$ cat config.mk
export PLATFORM = sky130hd
export DESIGN_NAME = uct_timer
export DESIGN_NICKNAME = d
export VERILOG_FILES = /design/src/rtl/uct_pkg.sv /design/src/rtl/uct_timer.sv /design/src/rtl/uct_filter.sv
export SDC_FILE = /design/constraint.sdc
export NUM_CORES = 1
export LEC_CHECK = 0
export BUFFER_PORTS_ARGS = -buffer_cell sky130_fd_sc_hd__buf_2
export CAP_MARGIN = 20
export CORE_MARGIN = 2
export CORE_UTILIZATION = 60
export CTS_CLUSTER_DIAMETER = 40
export DETAILED_ROUTE_END_ITERATION = 12
export GPL_TIMING_DRIVEN = 0
export PLACE_DENSITY = 0.94
export SLEW_MARGIN = 20
export SYNTH_ARGS = -nofsm -noshare
export SYNTH_HDL_FRONTEND = slang
export SYNTH_SLANG_ARGS = --single-unit
$ cat constraint.sdc
create_clock -name pclk -period 5.2 [get_ports pclk]
set_input_delay 0 -clock pclk [delete_from_list [all_inputs] [get_ports pclk]]
set_output_delay 0 -clock pclk [all_outputs]
set_load 0.02 [all_outputs]
$ cat src/rtl/uct_pkg.sv
// Purpose: shared constants and types of the up-counter timer block
// Assumes: pclk is the high-frequency clock, 125 MHz
// Notes: register offsets are byte addresses on the APB bus
package uct_pkg;

   // ----------------------------------------
   // register map
   // ----------------------------------------
   localparam logic [7:0] ADDR_CTRL = 8'h00;
   localparam logic [7:0] ADDR_CMP_LO = 8'h04;
   localparam logic [7:0] ADDR_CMP_HI = 8'h08;
   localparam logic [7:0] ADDR_CAP = 8'h0c;
   localparam logic [7:0] ADDR_CNT = 8'h10;
   localparam logic [7:0] ADDR_STAT = 8'h14;
   localparam logic [7:0] ADDR_CLR = 8'h18;
   localparam logic [7:0] ADDR_EN = 8'h1c;
   localparam logic [7:0] ADDR_PWR = 8'h20;

   // ----------------------------------------
   // reset values
   // ----------------------------------------
   localparam logic [6:0] CTRL_RST = 7'h00;
   localparam logic [15:0] CMP_RST = 16'hffff;
   localparam logic [15:0] CAP_RST = 16'h0000;
   localparam logic [15:0] CNT_RST = 16'h0000;
   localparam logic [2:0] PWR_RST = 3'h0;

   // ----------------------------------------
   // control field positions and codes
   // ----------------------------------------
   localparam int CTRL_OPT_BIT = 6;
   localparam int START_LO = 4;
   localparam int CLK_LO = 2;
   localparam int MODE_LO = 0;
   localparam int PWR_RUN_BIT = 0;
   localparam int PWR_SLEEP_BIT = 1;
   localparam int PWR_BASE_BIT = 2;
   localparam logic [1:0] START_STOP = 2'h0;
   localparam logic [1:0] START_CMD = 2'h1;
   localparam logic [1:0] MODE_TIMER = 2'h0;
   localparam logic [1:0] CLK_SLOW = 2'h0;
   localparam logic [1:0] CLK_MID = 2'h1;
   localparam logic [1:0] CLK_FAST = 2'h2;
   localparam logic [1:0] CLK_EXT = 2'h3;

   // ----------------------------------------
   // divider and filter timing
   // ----------------------------------------
   localparam int PRE_BITS = 11;
   localparam int MID_BITS = 7;
   localparam int FAST_BITS = 3;
   localparam logic [2:0] LF_DIV_LAST = 3'h7;
   localparam int CLK_PERIOD_NS = 8;
   localparam int REJECT_NS = 4 * CLK_PERIOD_NS;
   localparam int DETECT_NS = 12 * CLK_PERIOD_NS;
   localparam int REJECT_CYC = REJECT_NS / CLK_PERIOD_NS;
   localparam int DETECT_CYC = (DETECT_NS + CLK_PERIOD_NS - 1)
      / CLK_PERIOD_NS;
   localparam logic [3:0] FILT_LAST =
      4'((REJECT_CYC + DETECT_CYC) / 2 - 1);

   // ----------------------------------------
   // counter states
   // ----------------------------------------
   typedef enum logic [1:0] {
      ST_STOP = 2'b00,
      ST_WAIT = 2'b01,
      ST_RUN = 2'b10
   } uct_state_t;

endpackage

$ cat src/rtl/uct_timer.sv
// Purpose: 16-bit up-counter timer, APB slave, trigger-pin start
// Assumes: pclk 125 MHz is the high-frequency clock
// Notes: only the timer and external trigger modes are built
//
// The implementer's own choices: register access over APB and the register offsets.
`timescale 1ns/1ps
module uct_timer
   import uct_pkg::*;
(
   input wire logic pclk,
   input wire logic presetn,
   input wire logic psel,
   input wire logic penable,
   input wire logic pwrite,
   input wire logic [7:0] paddr,
   input wire logic [31:0] pwdata,
   output logic [31:0] prdata,
   output logic pready,
   output logic pslverr,
   input wire logic trigger_input_pin,
   input wire logic low_freq_clock,
   output logic timer_match_irq
);

   logic [6:0] timer_control_reg;
   logic [15:0] compare_value_reg;
   logic [15:0] capture_value_reg;
   logic [15:0] cnt;
   logic [7:0] cmp_stage;
   logic [15:0] cmp_pend;
   logic cmp_pend_v;
   logic irq_stat;
   logic irq_en;
   logic [2:0] pwr;
   uct_state_t st;
   logic [PRE_BITS-1:0] pre;
   logic lf1;
   logic lf2;
   logic lf3;
   logic lf_lvl;
   logic [2:0] lf_div;
   logic lf_tick;
   logic trg;
   logic trg_prev;
   logic rise;
   logic fall;
   logic sel_edge;
   logic opp_edge;
   logic tick;
   logic low_speed;
   logic [1:0] start_control_field;
   logic [1:0] clock_select_field;
   logic [1:0] operating_mode_field;
   logic option_bit;
   logic active;
   logic trig_mode;
   logic [15:0] cnt_inc;
   logic hit;
   logic match_evt;
   logic wr;
   logic unmapped;
   logic [31:0] rd_mux;

   // ----------------------------------------
   // control fields
   // ----------------------------------------
   assign start_control_field = timer_control_reg[START_LO +: 2];
   assign clock_select_field = timer_control_reg[CLK_LO +: 2];
   assign operating_mode_field = timer_control_reg[MODE_LO +: 2];
   assign option_bit = timer_control_reg[CTRL_OPT_BIT];
   assign active = start_control_field != START_STOP
      && operating_mode_field == MODE_TIMER;
   assign trig_mode = start_control_field[1];
   assign low_speed = pwr[PWR_RUN_BIT] | pwr[PWR_SLEEP_BIT];

   // ----------------------------------------
   // apb slave
   // ----------------------------------------
   assign pready = 1'b1;
   assign wr = psel && penable && pwrite;
   assign pslverr = psel && penable && unmapped;

   always_comb
   begin
      rd_mux = 32'h0;
      unmapped = 1'b0;
      unique case (paddr)
         ADDR_CTRL: rd_mux[6:0] = timer_control_reg;
         ADDR_CMP_LO: rd_mux[7:0] = compare_value_reg[7:0];
         ADDR_CMP_HI: rd_mux[7:0] = compare_value_reg[15:8];
         ADDR_CAP: rd_mux[15:0] = capture_value_reg;
         ADDR_CNT: rd_mux[15:0] = cnt;
         ADDR_STAT: rd_mux[0] = irq_stat;
         ADDR_CLR: rd_mux = 32'h0;
         ADDR_EN: rd_mux[0] = irq_en;
         ADDR_PWR: rd_mux[2:0] = pwr;
         default: unmapped = 1'b1;
      endcase
   end

   always_ff @(posedge pclk or negedge presetn)
   begin
      if (!presetn)
         prdata <= 32'h0;
      else if (psel && !penable)
         prdata <= rd_mux;
   end

   always_ff @(posedge pclk or negedge presetn)
   begin
      if (!presetn)
      begin
         timer_control_reg <= CTRL_RST;
         irq_en <= 1'b0;
         pwr <= PWR_RST;
      end
      else if (wr && paddr == ADDR_CTRL)
         timer_control_reg <= pwdata[6:0];
      else if (wr && paddr == ADDR_EN)
         irq_en <= pwdata[0];
      else if (wr && paddr == ADDR_PWR)
         pwr <= pwdata[2:0];
   end

   // ----------------------------------------
   // source clock selection
   // ----------------------------------------
   always_ff @(posedge pclk or negedge presetn)
   begin
      if (!presetn)
         pre <= '0;
      else
         pre <= pre + 1'b1;
   end

   always_ff @(posedge pclk or negedge presetn)
   begin
      if (!presetn)
      begin
         lf1 <= 1'b0;
         lf2 <= 1'b0;
         lf3 <= 1'b0;
         lf_lvl <= 1'b0;
         lf_div <= 3'h0;
      end
      else
      begin
         lf1 <= low_freq_clock;
         lf2 <= lf1;
         lf3 <= lf2;
         if (lf2 == lf3)
            lf_lvl <= lf3;
         if (lf2 == lf3 && lf3 && !lf_lvl)
            lf_div <= lf_div + 3'h1;
      end
   end

   assign lf_tick = lf2 == lf3 && lf3 && !lf_lvl && lf_div == LF_DIV_LAST;

   always_comb
   begin
      unique case (clock_select_field)
         CLK_SLOW: tick = (low_speed || pwr[PWR_BASE_BIT]) ? lf_tick
            : &pre;
         CLK_MID: tick = &pre[MID_BITS-1:0];
         CLK_FAST: tick = &pre[FAST_BITS-1:0];
         CLK_EXT: tick = rise;
      endcase
   end

   // ----------------------------------------
   // trigger pin edges
   // ----------------------------------------
   uct_filter u_filter (
      .pclk(pclk),
      .presetn(presetn),
      .pin(trigger_input_pin),
      .bypass(low_speed),
      .level(trg)
   );

   always_ff @(posedge pclk or negedge presetn)
   begin
      if (!presetn)
         trg_prev <= 1'b0;
      else
         trg_prev <= trg;
   end

   assign rise = trg && !trg_prev;
   assign fall = !trg && trg_prev;
   assign sel_edge = start_control_field[0] ? fall : rise;
   assign opp_edge = start_control_field[0] ? rise : fall;

   // ----------------------------------------
   // up-counter
   // ----------------------------------------
   assign cnt_inc = cnt + 16'h0001;
   assign hit = cnt_inc == compare_value_reg;
   assign match_evt = active && st == ST_RUN && tick && hit;

   always_ff @(posedge pclk or negedge presetn)
   begin
      if (!presetn)
      begin
         st <= ST_STOP;
         cnt <= CNT_RST;
      end
      else if (!active)
      begin
         st <= ST_STOP;
         cnt <= CNT_RST;
      end
      else
      begin
         unique case (st)
            ST_STOP:
            begin
               st <= trig_mode ? ST_WAIT : ST_RUN;
               cnt <= CNT_RST;
            end
            ST_WAIT:
            begin
               cnt <= CNT_RST;
               if (trig_mode && sel_edge)
                  st <= ST_RUN;
            end
            ST_RUN:
            begin
               if (tick && hit)
               begin
                  cnt <= CNT_RST;
                  if (trig_mode)
                     st <= ST_WAIT;
               end
               else if (trig_mode && option_bit && opp_edge)
               begin
                  cnt <= CNT_RST;
                  st <= ST_WAIT;
               end
               else if (tick)
                  cnt <= cnt_inc;
            end
            default:
            begin
               st <= ST_STOP;
               cnt <= CNT_RST;
            end
         endcase
      end
   end

   // ----------------------------------------
   // capture and compare
   // ----------------------------------------
   always_ff @(posedge pclk or negedge presetn)
   begin
      if (!presetn)
         capture_value_reg <= CAP_RST;
      else if (active && !trig_mode && option_bit && st == ST_RUN && tick)
         capture_value_reg <= cnt;
   end

   always_ff @(posedge pclk or negedge presetn)
   begin
      if (!presetn)
      begin
         cmp_stage <= 8'h0;
         cmp_pend <= CMP_RST;
         cmp_pend_v <= 1'b0;
         compare_value_reg <= CMP_RST;
      end
      else
      begin
         if (wr && paddr == ADDR_CMP_LO)
            cmp_stage <= pwdata[7:0];
         if (wr && paddr == ADDR_CMP_HI)
         begin
            cmp_pend <= {pwdata[7:0], cmp_stage};
            cmp_pend_v <= 1'b1;
         end
         else if (tick && cmp_pend_v)
         begin
            compare_value_reg <= cmp_pend;
            cmp_pend_v <= 1'b0;
         end
      end
   end

   // ----------------------------------------
   // interrupt
   // ----------------------------------------
   always_ff @(posedge pclk or negedge presetn)
   begin
      if (!presetn)
         irq_stat <= 1'b0;
      else if (match_evt)
         irq_stat <= 1'b1;
      else if (wr && paddr == ADDR_CLR && pwdata[0])
         irq_stat <= 1'b0;
   end

   assign timer_match_irq = irq_stat && irq_en;
endmodule

$ cat src/rtl/uct_filter.sv
// Purpose: synchroniser and noise filter for the trigger pin
// Assumes: pin is asynchronous to pclk
// Notes: bypass takes the synchronised level once s2 and s3 agree, without the FILT_LAST count
`timescale 1ns/1ps
module uct_filter
   import uct_pkg::*;
(
   input wire logic pclk,
   input wire logic presetn,
   input wire logic pin,
   input wire logic bypass,
   output logic level
);

   logic s1;
   logic s2;
   logic s3;
   logic [3:0] run;

   // ----------------------------------------
   // synchroniser
   // ----------------------------------------
   always_ff @(posedge pclk or negedge presetn)
   begin
      if (!presetn)
      begin
         s1 <= 1'b0;
         s2 <= 1'b0;
         s3 <= 1'b0;
      end
      else
      begin
         s1 <= pin;
         s2 <= s1;
         s3 <= s2;
      end
   end

   // ----------------------------------------
   // stability filter
   // ----------------------------------------
   always_ff @(posedge pclk or negedge presetn)
   begin
      if (!presetn)
      begin
         level <= 1'b0;
         run <= 4'h0;
      end
      else if (s2 != s3 || s3 == level)
         run <= 4'h0;
      else if (bypass || run == FILT_LAST)
      begin
         level <= s3;
         run <= 4'h0;
      end
      else
         run <= run + 4'h1;
   end
endmodule

==> results.yml <==
global_route:
  grt_pass1_vias: 5464
  grt_pass1_wl_um: 28300
  track_usage_pct: 31.8
  overflow: 0
  grt_max_degree: 86
  antenna_found_initial: 0
finish:
  regArea_um2: 3290
  area_growth_pct: 19.1
  diodes: 0
  layout_commonest_cell: "dfrtp_1"
  drive_gt1_share_pct: 32.9
  fin_nets: 736
  stdcell_area_um2: 7870
  multi_input_area_um2: 2980
  fill_cells: 683
  most-common-layout-cells: "98 x dfrtp_1, 58 x mux2_2, 48 x buf_2"
cts:
  cts_buffers: 17
  ctsRootBufferMaster: "clkbuf_8"
  max-clock-path-buffers: 2
  insertion_delay_ns: 0.53
  ctsHoldBuffers: 17
  cts.sinks: 130
  path_clk_slew_ns: 0.06
  cts_setup_buffers: 0
  cts_tree: "yes"
  htree_levels: 4
  post_cts_resized: 0
place:
  dp_hpwl_um: 11100
  portBuffers: 40
  place_congestion: 0.952
  place_area_um2: 7070
sta:
  finalCriticalPeriod_ns: 3.32
  slew_viol_final: 0
  setup_viol: 0
  whs_ns: 0.0373
  relSlewSlack_pct: 29.0
  fmax_ghz: 0.301
  tightest_slew_ns: 1.06
  min_period_over_period_pct: 63.8
  rsz0062_at_grt: "false"
  skew_ns: 0.00875
  hold_violations: 0
  timing.setup.tns_ns: 0
yosys:
  synth_top_family_by_area: "simple AND/OR/NAND/NOR gates"
  ys_seq_area_share_pct: 49.8
  yosys_warnings: 0
  synth_compound_area_share_pct: 9.62
  synth_cell_type_count: 74
  postSynthCellCount: 590
  synth-xor-area-share_pct: 4.37
  synth-simple-area-share_pct: 14.9
  synth-edff-count: 0
  synth_ff_type: "dfrtp_1"
  ys_ff_latch: 130
  postSynthAreaPerCell_um2: 11.2
  syn_area_um2: 6610
  synth_fa_ha_area_share_pct: 1.33
  async_flop_share_pct: 100
  synthMuxAreaShare_pct: 13.9
drt:
  route.detailed.drc: 0
  wl_per_cell_um: 20.9
  viasPerCell: 6.32
  finalWirelength_um: 17500
  dr.pass1.iters: 9
  ant_nets: 0
  vias: 5280
  drt_iter0_drc: 533
die:
  die_h_um: 109
  fp.coreArea_um2: 10800
  die-width_um: 109
  die_area_um2: 11900
  ioPinCount: 82
  std_cell_rows: 38
  start_util_pct: 61.2
status:
  status: "finished clean"
worst_setup_path:
  rrSetupSlack_ns: 1.88
  critPathRequiredTime_ns: 5.61
  cp.arrival_ns: 3.73
  reg2reg_to: "cnt[11]"
  r2r-start: "cnt[1]"
  critPathCaptureType: "register"
  crit_fanout: 10
  start_kind: "register"
  rr_worst_depth: 11
  critPathKind: "register to register"
flow_run:
  cap_violations: 0
worst_hold_path:
  hp-class: "input pin to register"
  hold_path_depth: 3
  worstHoldStart: "penable"
  min_to: "prdata[1]"
power:
  p_leak_nw: 3.59
  powerDensity_nw_per_um2: 332
  power_w: 0.00261
  ir_drop_mv: 0.202
through the flow:
| stage | worst slack (ns) | cells | util (%) |
|---|---|---|---|
| after floorplan | 2.68 | 605 | - |
| after global placement | 2.24 | 785 | 65.2 |
| after detailed placement | 2.19 | 786 | 65.5 |
| after CTS | 2.06 | 835 | 72.9 |
| after global routing | 1.76 | 835 | 72.9 |
| final | 1.88 | 835 | 72.9 |
how the worst max path moves through the flow:
stage	from	endpoint	cells past startpoint
3_3_place_gp	cnt[1]	cnt[12]	11
5_1_grt	cnt[1]	cnt[7]	11
2_1_floorplan	cnt[1]	cnt[15]	11
6_report	cnt[1]	cnt[11]	11
3_5_place_dp	cnt[1]	cnt[11]	11
4_1_cts	cnt[1]	cnt[11]	11
routing by layer:
metal | up-vias | routed length [µm] | global-route usage [%]
met5 | - | 0 | 0
met4 | 0 | 917 | 18.3
met3 | 90 | 1600 | 8.49
met2 | 346 | 8440 | 51.2
met1 | 2563 | 6530 | 38.7
li1 | 2281 | - | -
report_power, final:
group | internal [W] | switching (W)
Clock | 0.000765 | 0.000487
Sequential | 0.00105 | 0.0000228
Combinational | 0.000109 | 0.000181
critical path: stages, from the launching register on:
cell	delay, ns
dfrtp_1	0.51
ha_1	0.39
and3_1	0.19
buf_2	0.16
nand4_1	0.19
or3_1	0.37
a211oi_1	0.39
and4_1	0.29
buf_6	0.15
nor2_2	0.05
buf_6	0.18
a221o_1	0.30
cells in the mapped netlist (all sizes together), types with 2 or more instances:
cell type	instances	area [µm²]
dfrtp	98	2450
mux2	70	826
nand2	47	176
buf	40	297
nor2	34	130
dfstp	32	841
o21ai	29	145
nand3	22	120
xnor2	22	193
nor3	15	80.1
clkbuf	14	55.1
a21oi	12	60.1
inv	11	43.8
xor2	11	96.3
nor4	10	68.8
mux2i	9	90.1
a221o	8	80.1
a22oi	8	60.1
nand4	8	62.6
a221oi	7	61.3
and3	7	43.8
ha	7	87.6
or3	6	42.5
and4	5	46.3
nand2b	5	31.3
a211oi	4	30.0
and2	4	27.5
or4	4	30.0
a31oi	3	18.8
nand3b	3	22.5
nor2b	3	18.8
o211ai	3	22.5
a21boi	2	15.0
conb	2	7.51
nor3b	2	15.0
o221ai	2	23.8
o2bb2ai	2	17.5
cells by family (layout without fill, tap and decap cells):
kind of cell,count (synthesis),count (layout)
and+or+nand+nor,182,182
muxes,79,79
other,2,17
DFF,130,130
adders and majority gates,7,7
AOI/OAI and AO/OA,92,92
xor gates and xnor gates,33,33
buffers and inverters,65,155
area by class of cell:
cell class,count,area share (%)
inverters,11,0.556
plain buffers,54,4.47
clock buffers,19,5.61
clock inverters,13,2.23
multi-input cells,410,37.8
repair buffers,58,5.26
flip-flops and latches,130,41.8
well taps,140,2.23
Power figures use the tool's default switching activity.
